[src/common/ide_pkg.sv]
/*
 * constants, encodings and state type of the increment/decrement/branch/or
 * execution block. assumes a 13-bit instruction word and an 8-bit data path.
 */
package ide_pkg;

    localparam int INSTR_W = 13;
    localparam int DATA_W = 8;
    localparam int ADDR_W = 6;
    localparam int PC_W = 9;

    // instruction word fields
    localparam int DEST_BIT = 6;
    localparam int REG_OP_LSB = 7;
    localparam int JUMP_OP_LSB = 9;
    localparam int IMM_OP_LSB = 8;

    // register-operand opcodes, word bits 12:7
    localparam logic [5:0] OPC_DECREMENT = 6'h03;
    localparam logic [5:0] OPC_DECREMENT_SKIP = 6'h0B;
    localparam logic [5:0] OPC_INCREMENT = 6'h0A;
    localparam logic [5:0] OPC_INCREMENT_SKIP = 6'h0F;
    localparam logic [5:0] OPC_OR_REG = 6'h04;
    // jump opcode, word bits 12:9; or-immediate opcode, word bits 12:8
    localparam logic [3:0] OPC_JUMP = 4'hA;
    localparam logic [4:0] OPC_OR_IMM = 5'h0D;

    // reset values
    localparam logic [DATA_W-1:0] ACCUM_RESET = 8'h00;
    localparam logic [PC_W-1:0] PC_RESET = 9'h000;
    localparam logic ZERO_RESET = 1'h0;

    // alu operations
    typedef enum logic [2:0] {
        IDE_ALU_PASS = 3'h0,
        IDE_ALU_DEC = 3'h1,
        IDE_ALU_INC = 3'h2,
        IDE_ALU_OR = 3'h3
    } ide_alu_op_t;

    // execution state, one-hot
    typedef enum logic [1:0] {
        IDE_EXEC = 2'h1,
        IDE_NOP_SLOT = 2'h2
    } ide_state_t;

endpackage

[src/common/ide_alu_if.sv]
/*
 * carrier between the execution core and its arithmetic unit.
 * assumes both ends sit on the same clock; the path is combinational.
 */
`timescale 1ns/1ns
interface ide_alu_if import ide_pkg::*; ();
    ide_alu_op_t op;
    logic [DATA_W-1:0] operand_a;
    logic [DATA_W-1:0] operand_b;
    logic [DATA_W-1:0] result;
    logic result_zero;

    modport core (output op, output operand_a, output operand_b,
                  input result, input result_zero);
    modport alu (input op, input operand_a, input operand_b,
                 output result, output result_zero);
endinterface

[src/design/ide_alu.sv]
/*
 * 8-bit arithmetic unit: pass, decrement, increment, inclusive or.
 * assumes the core drives the operation and operands in the same cycle.
 */
`timescale 1ns/1ns
module ide_alu import ide_pkg::*; (
    ide_alu_if.alu bus
);

    // wrap-around arithmetic, 8 bits kept on purpose
    always_comb begin
        unique case (bus.op)
            IDE_ALU_DEC: bus.result = DATA_W'(bus.operand_a - 8'h01);
            IDE_ALU_INC: bus.result = DATA_W'(bus.operand_a + 8'h01);
            IDE_ALU_OR: bus.result = bus.operand_a | bus.operand_b;
            default: bus.result = bus.operand_a;
        endcase
    end

    // all-zero detect on the full byte
    assign bus.result_zero = (bus.result == 8'h00);

endmodule // ide_alu

[src/design/ide_core.sv]
/*
 * execution core for decrement, increment, their skip forms, jump and the two
 * or forms. holds the accumulator, zero flag and program counter.
 * the skip and jump no-op slot is a state of its own rather than a flush.
 * assumes a file register array outside with a combinational read port and a
 * write port sampled on the clock; instructions arrive prefetched, one per cycle.
 */
`timescale 1ns/1ns
module ide_core import ide_pkg::*; (
    input wire logic clk,
    input wire logic rst,
    input wire logic instr_valid,
    input wire logic [INSTR_W-1:0] instr_word,
    input wire logic [DATA_W-1:0] file_rdata,
    output logic instr_taken,
    output logic [ADDR_W-1:0] file_raddr,
    output logic file_we,
    output logic [ADDR_W-1:0] file_waddr,
    output logic [DATA_W-1:0] file_wdata,
    output logic [DATA_W-1:0] accumulator,
    output logic zero_flag,
    output logic [PC_W-1:0] program_counter,
    output logic nop_slot
);

    // registered state of the core
    ide_state_t state_reg;
    ide_state_t state_next;
    logic [DATA_W-1:0] accum_reg;
    logic zero_reg;
    logic [PC_W-1:0] pc_reg;
    logic we_reg;
    logic [ADDR_W-1:0] waddr_reg;
    logic [DATA_W-1:0] wdata_reg;

    // decoded fields
    logic [5:0] reg_opc;
    logic [ADDR_W-1:0] reg_addr;
    logic dest_file;
    logic [DATA_W-1:0] imm_byte;
    logic [PC_W-1:0] jump_target;
    logic exec;
    // one strobe per decoded instruction, each already qualified by exec
    logic is_dec;
    logic is_dec_skip;
    logic is_inc;
    logic is_inc_skip;
    logic is_or_reg;
    logic is_jump;
    logic is_or_imm;
    logic is_reg_op;
    // control derived from the decode
    logic writes_zero;
    logic skip_taken;
    logic [DATA_W-1:0] file_value;

    // the arithmetic unit is purely combinational; its result is only ever
    // captured by the registers below, never sent straight to a port
    ide_alu_if alu_bus ();

    ide_alu u_alu (
        .bus (alu_bus)
    );

    // field extraction; every field is cut from the same word, and only the
    // decode below decides which of them counts
    assign reg_opc = instr_word[INSTR_W-1:REG_OP_LSB];
    assign reg_addr = instr_word[ADDR_W-1:0];
    assign dest_file = instr_word[DEST_BIT];
    assign imm_byte = instr_word[DATA_W-1:0];
    assign jump_target = instr_word[PC_W-1:0];

    // an instruction executes only in the normal slot;
    // a word in the no-op slot fails this and so reaches none of the strobes
    assign exec = instr_valid && (state_reg == IDE_EXEC);

    // opcode decode; anything else is outside this group and acts as a no-op here.
    // the jump and or-immediate codes sit in slices of the register-operand code
    // space that no register-operand opcode uses, so at most one strobe is high
    assign is_dec = exec && (reg_opc == OPC_DECREMENT);
    assign is_dec_skip = exec && (reg_opc == OPC_DECREMENT_SKIP);
    assign is_inc = exec && (reg_opc == OPC_INCREMENT);
    assign is_inc_skip = exec && (reg_opc == OPC_INCREMENT_SKIP);
    assign is_or_reg = exec && (reg_opc == OPC_OR_REG);
    assign is_jump = exec && (instr_word[INSTR_W-1:JUMP_OP_LSB] == OPC_JUMP);
    assign is_or_imm = exec && (instr_word[INSTR_W-1:IMM_OP_LSB] == OPC_OR_IMM);
    assign is_reg_op = is_dec || is_dec_skip || is_inc || is_inc_skip || is_or_reg;

    // read the file register, forwarding a write still in flight so that
    // back-to-back instructions on one address see the new value;
    // without it a decrement-skip loop would count the same value twice
    assign file_raddr = reg_addr;
    assign file_value = (we_reg && (waddr_reg == reg_addr)) ? wdata_reg : file_rdata;

    // operand and operation selection for the arithmetic unit;
    // operand b is always the accumulator, only the immediate or swaps operand a
    always_comb begin
        alu_bus.operand_a = file_value;
        alu_bus.operand_b = accum_reg;
        alu_bus.op = IDE_ALU_PASS;
        if (is_dec || is_dec_skip) begin
            alu_bus.op = IDE_ALU_DEC;
        end else if (is_inc || is_inc_skip) begin
            alu_bus.op = IDE_ALU_INC;
        end else if (is_or_reg) begin
            alu_bus.op = IDE_ALU_OR;
        end else if (is_or_imm) begin
            alu_bus.operand_a = imm_byte;
            alu_bus.op = IDE_ALU_OR;
        end
    end

    // skip forms leave the zero flag alone; the jump touches no flag;
    // the or-immediate does update it, like the register or
    assign writes_zero = is_dec || is_inc || is_or_reg || is_or_imm;

    // skip on a zero result throws away the word already fetched;
    // result_zero is the value about to be stored, so the test sees the new count
    assign skip_taken = (is_dec_skip || is_inc_skip) && alu_bus.result_zero;

    // state: a taken skip or a jump spends one extra cycle as a no-op.
    // the word presented in that cycle was fetched before the outcome was known;
    // it is consumed and dropped rather than held back, so the fetch side never
    // stalls, at the cost of one wasted word per taken branch
    always_comb begin
        state_next = state_reg;
        unique case (state_reg)
            IDE_EXEC: begin
                if (skip_taken || is_jump) begin
                    state_next = IDE_NOP_SLOT;
                end
            end
            IDE_NOP_SLOT: begin
                // only a presented word is consumed as the no-op
                if (instr_valid) begin
                    state_next = IDE_EXEC;
                end
            end
            // an illegal code falls back to normal execution rather than locking up
            default: state_next = IDE_EXEC;
        endcase
    end

    // state register; reset leaves the core ready to execute the first word
    always_ff @(posedge clk) begin
        if (rst) begin
            state_reg <= IDE_EXEC;
        end else begin
            state_reg <= state_next;
        end
    end

    // accumulator: destination bit 0, or the immediate or.
    // a stalled or discarded word leaves it alone, since every strobe needs exec
    always_ff @(posedge clk) begin
        if (rst) begin
            accum_reg <= ACCUM_RESET;
        end else if (is_reg_op && !dest_file) begin
            accum_reg <= alu_bus.result;
        end else if (is_or_imm) begin
            accum_reg <= alu_bus.result;
        end
    end

    // zero flag follows the 8-bit result of the flag-affecting forms;
    // the skip forms test the same result for the skip but must not leave it here
    always_ff @(posedge clk) begin
        if (rst) begin
            zero_reg <= ZERO_RESET;
        end else if (writes_zero) begin
            zero_reg <= alu_bus.result_zero;
        end
    end

    // file write strobe, registered so the write leaves from flip-flops;
    // destination bit 0 raises no write, so the file register stays as it was.
    // the write lands one edge after execution, hence the forwarding path above
    always_ff @(posedge clk) begin
        if (rst) begin
            we_reg <= 1'h0;
        end else begin
            we_reg <= is_reg_op && dest_file;
        end
    end

    // write address and data; held between writes so the port stays quiet
    always_ff @(posedge clk) begin
        if (rst) begin
            waddr_reg <= '0;
            wdata_reg <= '0;
        end else if (is_reg_op && dest_file) begin
            waddr_reg <= reg_addr;
            wdata_reg <= alu_bus.result;
        end
    end

    // program counter: next fetch address; a jump overwrites all nine bits.
    // a discarded word still advances it, as it was fetched from the old path;
    // the count wraps from the top of the 512-word space back to zero, and a
    // stall (valid low) freezes it along with the other registers, except the file write strobe, which drops low
    always_ff @(posedge clk) begin
        if (rst) begin
            pc_reg <= PC_RESET;
        end else if (is_jump) begin
            pc_reg <= jump_target;
        end else if (instr_valid) begin
            pc_reg <= PC_W'(pc_reg + 9'h001);
        end
    end

    // handshake outputs and the file read address are combinational, other data outputs registered.
    // every presented word is taken: executed in the normal slot, dropped in the
    // no-op slot, so the fetch side needs no back-pressure
    assign instr_taken = instr_valid;
    // high while the word on the port is the one being thrown away
    assign nop_slot = (state_reg == IDE_NOP_SLOT);

    // registered results straight to the ports
    assign file_we = we_reg;
    assign file_waddr = waddr_reg;
    assign file_wdata = wdata_reg;
    assign accumulator = accum_reg;
    assign zero_flag = zero_reg;
    assign program_counter = pc_reg;

endmodule // ide_core

[config.mk]
export PLATFORM = sky130hd
export DESIGN_NAME = ide_core
export DESIGN_NICKNAME = d
export VERILOG_FILES = /design/src/common/ide_pkg.sv /design/src/common/ide_alu_if.sv /design/src/design/ide_alu.sv /design/src/design/ide_core.sv
export SDC_FILE = /design/constraint.sdc
export NUM_CORES = 1
export LEC_CHECK = 0
export ABC_AREA = 1
export BUFFER_PORTS_ARGS = -buffer_cell sky130_fd_sc_hd__buf_2
export CAP_MARGIN = 20
export CORE_MARGIN = 2
export CORE_UTILIZATION = 25
export CTS_BUF_LIST = sky130_fd_sc_hd__clkbuf_8
export DETAILED_ROUTE_END_ITERATION = 8
export PLACE_DENSITY = 0.54
export REMOVE_ABC_BUFFERS = 1
export SETUP_SLACK_MARGIN = 0.02
export SLEW_MARGIN = 20
export SYNTH_ARGS = -nofsm -noshare
export SYNTH_HDL_FRONTEND = slang
export SYNTH_HIERARCHICAL = 1
export SYNTH_SLANG_ARGS = --single-unit
[constraint.sdc]
create_clock -name clk -period 3.6 [get_ports clk]
set_clock_uncertainty 0.05 [all_clocks]
set_input_delay 0.18 -clock clk [delete_from_list [all_inputs] [get_ports clk]]
set_output_delay 0.18 -clock clk [all_outputs]
set_load 0.1 [all_outputs]
==> impl_metrics.tcl, run 1 <==
set metrics [dict create \
    drtPass1Iterations 4 \
    clockBufferDepth 2 \
    async_flop_share 0 \
    clkTransAtPathRegs_ns 0.07 \
    cap_violations 0 \
    yosys.area_share.adder 0.0443 \
    p_seq_frac 0.399 \
    largest_register_ffs 9 \
    gr-total-overflow 0 \
    die_h_um 108 \
    wire_per_inst_um 12.4 \
    die_w_um 108 \
    tightest_slew_ns 0.847 \
    grt_first_pass_wirelength_um 13200 \
    routed_via_density 4.59 \
    critPathCaptureType "register" \
    start_kind "register" \
    layout_common_cells "nand2_1 (120), nor2_1 (68), buf_2 (64)" \
    root_buffer "clkbuf_8" \
    synth_xor_area_frac 0.00968 \
    fin_crit_sh 0.888 \
    relSlewSlack 0.435 \
    synthMuxAreaShare 0 \
    start_util 0.254 \
    wl_um 8040 \
    synth_area_leaders "dfxtp_1 (26%), nand2_1 (17%), nor2_1 (9.5%)" \
    synthSimpleGateAreaFrac 0.438 \
    final_common_cell "nand2_1" \
    rsz0062_at_grt "no" \
    synth_edf_count 0 \
    drt_iter0_drc 94 \
    top_layer "met4" \
    p_leak_nw 1.70 \
    place_hpwl_um 6230 \
    m1WireLength_um 3490 \
    yosys_warnings 6 \
    yosysSeqAreaShare 0.258 \
    path_max_fanout 9 \
    dr_total_vias 2981 \
    cts_made_buffers 5 \
    final_max_slew_viol_count 0 \
    worstSetupPathType "register to register" \
    finalCriticalPeriod_ns 3.20 \
    comb_power_share 0.313 \
    ios 65 \
    hold_viol 0 \
    cts.htree.levels 2 \
    synth_top_family_by_area "simple AND/OR/NAND/NOR gates" \
    hp-class "input port to register" \
    setup_tns_ns 0 \
    syn_inst 451 \
    area_growth_pct 19.4 \
    layout-drive-gt1-share 0.206 \
    synth-seq-cells 35 \
    synth_compound_area_frac 0.119 \
    setup_violations 0 \
    place.gp.congestion 0.838 \
    hold_buffers 0 \
    peakVddDrop_mv 0.273 \
    synth_area_per_cell_um2 6.02 \
    rows 38 \
    wl_met2_um 4040 \
    p_per_area_nw_per_um2 323 \
    power_frac_clock 0.287 \
    finalNetCount 543 \
    drc 0 \
    final_cell_area_um2 3240 \
    portBuffers 64 \
    core_region_area_um2 10700 \
    clk_latency_ns 0.30 \
    grt_pass1_vias 2874 \
    switching_share 0.395 \
    grt_max_degree 28 \
    synth_area_um2 2710 \
    cts_sinks 35 \
    fmax_ghz 0.313 \
    synth.distinct_cells 38 \
    required_ns 3.68 \
    ys.flop_type "dfxtp_1" \
    synthDominantAreaCellType "dfxtp_1" \
    diodes 0 \
    wl_met3_um 367 \
    intPower_mw 0.633 \
    switchingPower_mw 0.413 \
    yosysTopAreaCellShare 0.258 \
    cts_tree "done" \
    die-area_um2 11700 \
    cts_setup_buffers 0 \
    place_area_um2 3130 \
    critPathArrivalTime_ns 3.28 \
    status "finished, final reports clean" \
    grt_antenna_before_repair 0 \
    grt_usage 0.144 \
    cts_resized 0 \
    antenna_left 0 \
]
[Yosys cell counts, drive strengths merged (2+ instances only)]
| cell | number |
|---|---|
| ha | 8 |
| clkbuf | 5 |
| buf | 12 |
| dfxtp | 35 |
| xor2 | 2 |
| nand4 | 6 |
| o21ai | 29 |
| nor2 | 73 |
| o211ai | 4 |
| nand3 | 48 |
| a21oi | 21 |
| inv | 63 |
| or2 | 2 |
| nand2 | 128 |
| nor3 | 3 |
| nand3b | 2 |
[final cells by class]
type	count	area, um2
Clock buffer	6	82.6
Inverter	63	239
Timing Repair Buffer	68	350
Fill cell	1239	7460
Clock inverter	1	5.00
Tap cell	140	175
Multi-Input combinational cell	337	1690
Sequential cell	35	701
[power by group through the flow]
stage | Combinational (mW) | Sequential [mW] | Clock, mW
3_5_place_dp | 0.325 | 0.427 | 0
6_report | 0.328 | 0.418 | 0.301
3_3_place_gp | 0.324 | 0.426 | 0
4_1_cts | 0.326 | 0.418 | 0.313
5_1_grt | 0.360 | 0.420 | 0.326
2_1_floorplan | 0.142 | 0.502 | 0
[cells by family after synthesis]
family	count (synthesis)
other	1
AND/OR/NAND/NOR	263
flip-flops	35
XOR/XNOR	3
AO/OA/AOI/OAI	60
adder cells (fa/ha/maj)	9
buffers and inverters	80
[metal layers]
| metal | up-vias | GRT usage |
|---|---|---|
| met2 | 68 | 0.262 |
| met1 | 1360 | 0.167 |
| met4 | 0 | 0.0540 |
| met5 | - | 0 |
| met3 | 9 | 0.0247 |
| li1 | 1544 | - |
[worst max-delay path, stage by stage, from the launching register on]
cell and delay, ns:
dfxtp_1 0.30, inv_1 0.13, nand3_4 0.15, nor4_4 0.18, nor2_1 0.11, nand2_1 0.10
inv_1 0.09, nand3_1 0.30, inv_1 0.10, fa_1 0.42, inv_1 0.09, nand3_1 0.11
nand2_1 0.09, nand2_1 0.05, nand2_1 0.07, nand2_1 0.05, nand2_1 0.08, nand2_1 0.05
nor2_1 0.09, nand2_1 0.07, nor2_2 0.11, nand2_1 0.06, nand4_1 0.07, nand3_1 0.09
[worst paths after layout]
kind              depth (start not counted)                       startpoint  slack [ns]                               to
setup / recovery                         23        state_reg[1]$_SDFFE_PP0P_        0.40        state_reg[0]$_SDFFE_PP1P_
hold / removal                            3                    instr_word[5]        0.12       file_waddr[5]$_SDFFE_PP0P_
setup reg to reg                         23        state_reg[1]$_SDFFE_PP0P_        0.40        state_reg[0]$_SDFFE_PP1P_
hold reg to reg                           2  program_counter[8]$_SDFFE_PP0P_        0.44  program_counter[8]$_SDFFE_PP0P_
[per-stage QoR]
| step | worst slack [ns] | instances | hold slack, ns | power (mW) | util |
|---|---|---|---|---|---|
| finish | 0.403 | 650 | 0.123 | 1.05 | 0.303 |
| global route | 0.0216 | 650 | 0.133 | 1.11 | 0.303 |
| CTS | 0.191 | 650 | 0.110 | 1.06 | 0.301 |
| detailed placement | 0.206 | 643 | 0.427 | 0.752 | 0.292 |
| global placement | 0.214 | 643 | 0.414 | 0.750 | 0.292 |
| floorplan | 0.0178 | 435 | 0.199 | 0.644 | - |
Note: power is estimated with default switching activity, not from simulation.
==> run 2: changes to the inputs <==
ABC_AREA = 0   (was 1)
==> impl_metrics.tcl, run 2 <==
set metrics [dict create \
    status "complete, but fails checks" \
    violations "setup timing" \
    synth_area_per_cell_um2 8.24 \
    final_common_cell "buf_2" \
    synthTopCellsByCount "nor2_1 (49), dfxtp_1 (35), mux2i_1 (31)" \
    layout-drive-gt1-share 0.353 \
    busiest_layer "met2" \
    path_buf_inv 3 \
    synthDominantAreaCellType "dfxtp_1" \
    cts_tree "done" \
    gr-total-overflow 0 \
    worstSetupPathType "register to register" \
    p_seq_frac 0.403 \
    post-synth-top-count-cell "nor2_1" \
    start_kind "register" \
    routed_via_density 4.92 \
    synth_area_um2 2650 \
    critPathCaptureType "register" \
    p_leak_nw 1.65 \
    path_max_fanout 5 \
    cap_violations 0 \
    max_stage_delay_ns 0.55 \
    grt_usage 0.138 \
    die_w_um 107 \
    fmax_ghz 0.276 \
    final_cell_area_um2 3530 \
    hp-class "input port to register" \
    rows 37 \
    peakVddDrop_mv 0.138 \
    die_h_um 107 \
    cp_cell_sequence "xor2_1 > nor4_2 > buf_4 > mux2i_1 > o21ai_1 > inv_2 > fa_1 > nor3b_2 > a21oi_1 > o221a_2 > nor2_1 > or4b_4 > nor4_4 > nand3_1 > a31oi_1 > inv_1" \
    root_buffer "clkbuf_8" \
    ys.flop_type "dfxtp_1" \
    cts_made_buffers 5 \
    use_met1 0.166 \
    crit_slowest_cell "fa_1" \
    wire_per_inst_um 14.3 \
    yosys_warnings 6 \
    switching_share 0.356 \
    async_flop_share 0 \
    die-area_um2 11500 \
    core_region_area_um2 10300 \
    grt_pass1_vias 2660 \
    p_per_area_nw_per_um2 281 \
    required_ns 3.73 \
    grt_antenna_before_repair 0 \
    cts.htree.levels 2 \
    synth_edf_count 0 \
    yosysSeqAreaShare 0.264 \
    hold_viol 0 \
    dr_total_vias 2761 \
    grt_max_degree 37 \
    synth-seq-cells 35 \
    switchingPower_mw 0.354 \
    power_frac_clock 0.282 \
    cts_sinks 35 \
    place_hpwl_um 6170 \
    setup_slack_ns -0.0267 \
    diodes 0 \
    drc 0 \
    layout_common_cells "buf_2 (64), buf_4 (53), nor2_1 (49)" \
    clk_latency_ns 0.29 \
    yosysTopAreaCellShare 0.264 \
    finalNetCount 457 \
    antenna_left 0 \
    synth.distinct_cells 59 \
    crit_family "simple AND/OR/NAND/NOR gates" \
    drt_iter0_drc 146 \
    fin_crit_sh 1.01 \
    portBuffers 64 \
    clockBufferDepth 2 \
    place_area_um2 3360 \
    tightest_slew_ns 0.829 \
    rsz0062_at_grt "yes" \
    relSlewSlack 0.447 \
    finalCriticalPeriod_ns 3.63 \
    intPower_mw 0.640 \
    holdWs_ns 0.244 \
    fillerInstances 1073 \
    clkTransAtPathRegs_ns 0.07 \
    grtUsageMet3 0.0292 \
    largest_register_ffs 9 \
    synth_area_leaders "dfxtp_1 (26%), mux2i_1 (12%), nor2_1 (6.9%)" \
    grtUsageMet2 0.241 \
    critPathArrivalTime_ns 3.76 \
    pre_cts_slack_ns -0.196 \
    comb_power_share 0.315 \
    ios 65 \
    drtPass1Iterations 4 \
    place.gp.congestion 0.876 \
    start_util 0.257 \
    hold_buffers 0 \
    area_growth_pct 33.1 \
    syn_inst 322 \
    final_max_slew_viol_count 0 \
    wl_um 8020 \
    setup_violations 1 \
    grt_first_pass_wirelength_um 12800 \
]
-- run 2: changes by cell type in the layout (fill, tap and decap cells not counted), moves of 7 or more --
cell,change
nand2_1,-103
inv_1,-50
buf_4,+49
nand3_1,-40
mux2i_1,+31
nor2_1,-19
o21ai_0,-13
nand2b_1,+11
nor3_1,+8
nand2_2,-7
-- run 2: worst reg2reg max path: stages, from the launching register on --
cell and delay (ns):
dfxtp_1 0.32, xor2_1 0.18, nor4_2 0.26, buf_4 0.20
mux2i_1 0.09, o21ai_1 0.20, inv_2 0.08, fa_1 0.55
nor3b_2 0.16, a21oi_1 0.06, o221a_2 0.26, nor2_1 0.08
or4b_4 0.49, nor4_4 0.17, nand3_1 0.10, a31oi_1 0.24
inv_1 0.06
-- run 2: repair_timing --
action	4_1_cts	5_1_grt
pin swaps	0	1
setup endpoints to repair	3	7
buffers inserted	0	2
resized for setup	10	10
-- run 2: logic make-up after synthesis --
group           after synthesis  share of synthesized area
other cells                   1                    0.00141
fa+ha+maj                     9                     0.0453
flops                        35                      0.264
xor+xnor                     16                     0.0528
mux                          31                      0.117
simple gates                121                      0.236
buf+inv                      33                     0.0797
compound gates               76                      0.204
-- run 2: area by class of cell --
class                   count  area [um2]  area share
repair buffers            117         718       0.203
clock buffers               5        68.8      0.0195
flip-flops and latches     35         703       0.199
well taps                 136         170      0.0482
clock inverters             3        15.0     0.00425
inverters                  10        37.5      0.0106
multi-input cells         255        1820       0.515
-- run 2: worst paths after layout --
path | start | slack [ns] | endpoint | depth (start not counted)
max | file_waddr[5]$_SDFFE_PP0P_ | -0.03 | state_reg[0]$_SDFFE_PP1P_ | 16
min | instr_word[4] | 0.24 | file_waddr[4]$_SDFFE_PP0P_ | 4
min reg2reg | zero_flag$_SDFFE_PP0P_ | 0.44 | zero_flag$_SDFFE_PP0P_ | 2
max reg2reg | file_waddr[5]$_SDFFE_PP0P_ | -0.03 | state_reg[0]$_SDFFE_PP1P_ | 16
-- run 2: metrics by stage --
step	total power, mW	setup TNS [ns]	utilization	instances
floorplan	0.566	-10.35	-	300
global placement	0.703	-0.211	0.326	551
detailed placement	0.705	-0.396	0.326	551
CTS	0.995	-0.0457	0.337	559
global route	1.05	-0.848	0.342	561
finish	0.994	-0.0267	0.342	561
-- run 2: metal layers --
| metal | share of wire | up-vias |
|---|---|---|
| li1 | - | 1363 |
| met3 | 0.051 | 12 |
| met5 | 0 | - |
| met1 | 0.44 | 1328 |
| met4 | 0.016 | 0 |
| met2 | 0.49 | 58 |
-- run 2: power groups by stage --
stage / Sequential (mW) / Combinational, mW / Clock (mW)
2_1_floorplan: 0.452 / 0.114 / 0
4_1_cts: 0.400 / 0.302 / 0.292
5_1_grt: 0.401 / 0.336 / 0.314
6_report: 0.400 / 0.313 / 0.280
3_5_place_dp: 0.409 / 0.296 / 0
3_3_place_gp: 0.409 / 0.294 / 0
==> run 3: changes to the inputs <==
CTS_BUF_LIST = sky130_fd_sc_hd__clkbuf_16   (was sky130_fd_sc_hd__clkbuf_8)
SLEW_MARGIN = default   (was 20)
==> impl_metrics.tcl, run 3 (synthesis gave the netlist of run 2 again) <==
set metrics [dict create \
    grt_pass1_vias 2659 \
    fmax_ghz 0.273 \
    required_ns 3.72 \
    start_util 0.257 \
    fin_crit_sh 1.02 \
    clockBufferDepth 2 \
    setup_tns_ns -0.0582 \
    clk_latency_ns 0.28 \
    cts_tree "done" \
    switching_share 0.329 \
    portBuffers 64 \
    wire_per_inst_um 14.4 \
    final_max_slew_viol_count 0 \
    path_buf_inv 3 \
    crit_slowest_cell "fa_2" \
    layout-drive-gt1-share 0.363 \
    start_kind "register" \
    worstSetupPathType "register to register" \
    holdPathStages 4 \
    drtPass1Iterations 4 \
    cts.htree.levels 2 \
    tightest_slew_ns 0.839 \
    violations "setup timing" \
    power_frac_clock 0.368 \
    largest_register_ffs 9 \
    grt_first_pass_wirelength_um 12900 \
    cp.depth 16 \
    status "complete, but fails checks" \
    area_growth_pct 36.3 \
    finalCriticalPeriod_ns 3.66 \
    relSlewSlack 0.441 \
    grt_usage 0.140 \
    place.gp.congestion 0.876 \
    drt_iter0_drc 168 \
    fillerInstances 1071 \
    routed_via_density 4.96 \
    cts_made_buffers 5 \
    path_max_fanout 5 \
    hold_viol 0 \
    drc 0 \
    p_per_area_nw_per_um2 314 \
    gr-total-overflow 0 \
    core_region_area_um2 10300 \
    fin_total_pwr_mw 1.14 \
    critPathArrivalTime_ns 3.77 \
    switchingPower_mw 0.374 \
    cts_sinks 35 \
    layout_common_cells "buf_2 (64), buf_4 (55), nor2_1 (49)" \
    clkTransAtPathRegs_ns 0.06 \
    antenna_left 0 \
    setup_violations 1 \
    wl_um 8110 \
    p_leak_nw 1.69 \
    setup_slack_ns -0.0582 \
    diodes 0 \
    ios 65 \
    die_h_um 107 \
    rsz0062_at_grt "yes" \
    dr_total_vias 2792 \
    final_common_cell "buf_2" \
    finalNetCount 459 \
    rows 37 \
    p_seq_frac 0.353 \
    peakVddDrop_mv 0.178 \
    hold_buffers 0 \
    die-area_um2 11500 \
    cap_violations 0 \
    critPathCaptureType "register" \
    max_stage_delay_ns 0.57 \
    reg2reg_depth 16 \
    cp_cell_sequence "xor2_1 > nor4_2 > buf_4 > mux2i_1 > o21ai_1 > inv_2 > fa_2 > nor3b_2 > a21oi_1 > o221a_2 > nor2_1 > or4b_4 > nor4_4 > nand3_1 > a31oi_1 > inv_1" \
    grt_max_degree 37 \
    place_hpwl_um 6170 \
    intPower_mw 0.763 \
    grt_antenna_before_repair 0 \
    hp-class "input port to register" \
    crit_family "simple AND/OR/NAND/NOR gates" \
    root_buffer "clkbuf_16" \
    die_w_um 107 \
    comb_power_share 0.279 \
]
-- run 3: worst paths after layout --
kind	start	to	slack, ns
setup / recovery	file_waddr[5]$_SDFFE_PP0P_	state_reg[0]$_SDFFE_PP1P_	-0.06
hold / removal	instr_word[4]	file_waddr[4]$_SDFFE_PP0P_	0.26
setup reg to reg	file_waddr[5]$_SDFFE_PP0P_	state_reg[0]$_SDFFE_PP1P_	-0.06
hold reg to reg	zero_flag$_SDFFE_PP0P_	zero_flag$_SDFFE_PP0P_	0.43
-- run 3: area by class of cell --
class	count	area, um2	area share
inverter	10	37.5	0.0104
timing repair buffer	119	733	0.203
clock inverter	3	15.0	0.00415
tap	136	170	0.0471
sequential	35	703	0.194
multi-input combinational	255	1830	0.507
clock buffer	5	125	0.0346
-- run 3: per-stage QoR --
stage	hold WS [ns]	std cells	utilization	area, um2	setup slack [ns]
after floorplan	0.199	300	-	2480	-1.35
after global placement	0.427	551	0.326	3360	-0.124
after detailed placement	0.429	551	0.326	3360	-0.196
after CTS	0.244	560	0.344	3550	-0.0670
after global routing	0.294	563	0.350	3620	-0.340
final	0.257	563	0.350	3620	-0.0582
-- run 3: routing by layer --
metal | vias up | part of all wire | wire length [um] | global-route usage
met2 | 78 | 0.48 | 3890 | 0.244
met5 | - | 0 | 0 | 0
met3 | 13 | 0.051 | 410 | 0.0292
li1 | 1368 | - | - | -
met1 | 1333 | 0.45 | 3650 | 0.169
met4 | 0 | 0.019 | 150 | 0.0473
-- run 3: power groups by stage --
stage                     combinational [mW]  clock, mW  sequential, mW
after floorplan                        0.114          0           0.452
after global placement                 0.294          0           0.409
after detailed placement               0.296          0           0.409
after CTS                              0.303      0.428           0.401
after global routing                   0.340      0.450           0.402
final                                  0.317      0.418           0.401
-- run 3: repair_timing --
action,in CTS,in global routing
setup endpoints to repair,3,9
buffers inserted,1,3
pin swaps,1,3
cloned,0,0
resized for setup,11,13
-- run 3: worst min-delay path: stages --
cell and delay, ns:
buf_2 0.10, buf_4 0.13, mux2i_1 0.06, nor2_1 0.07
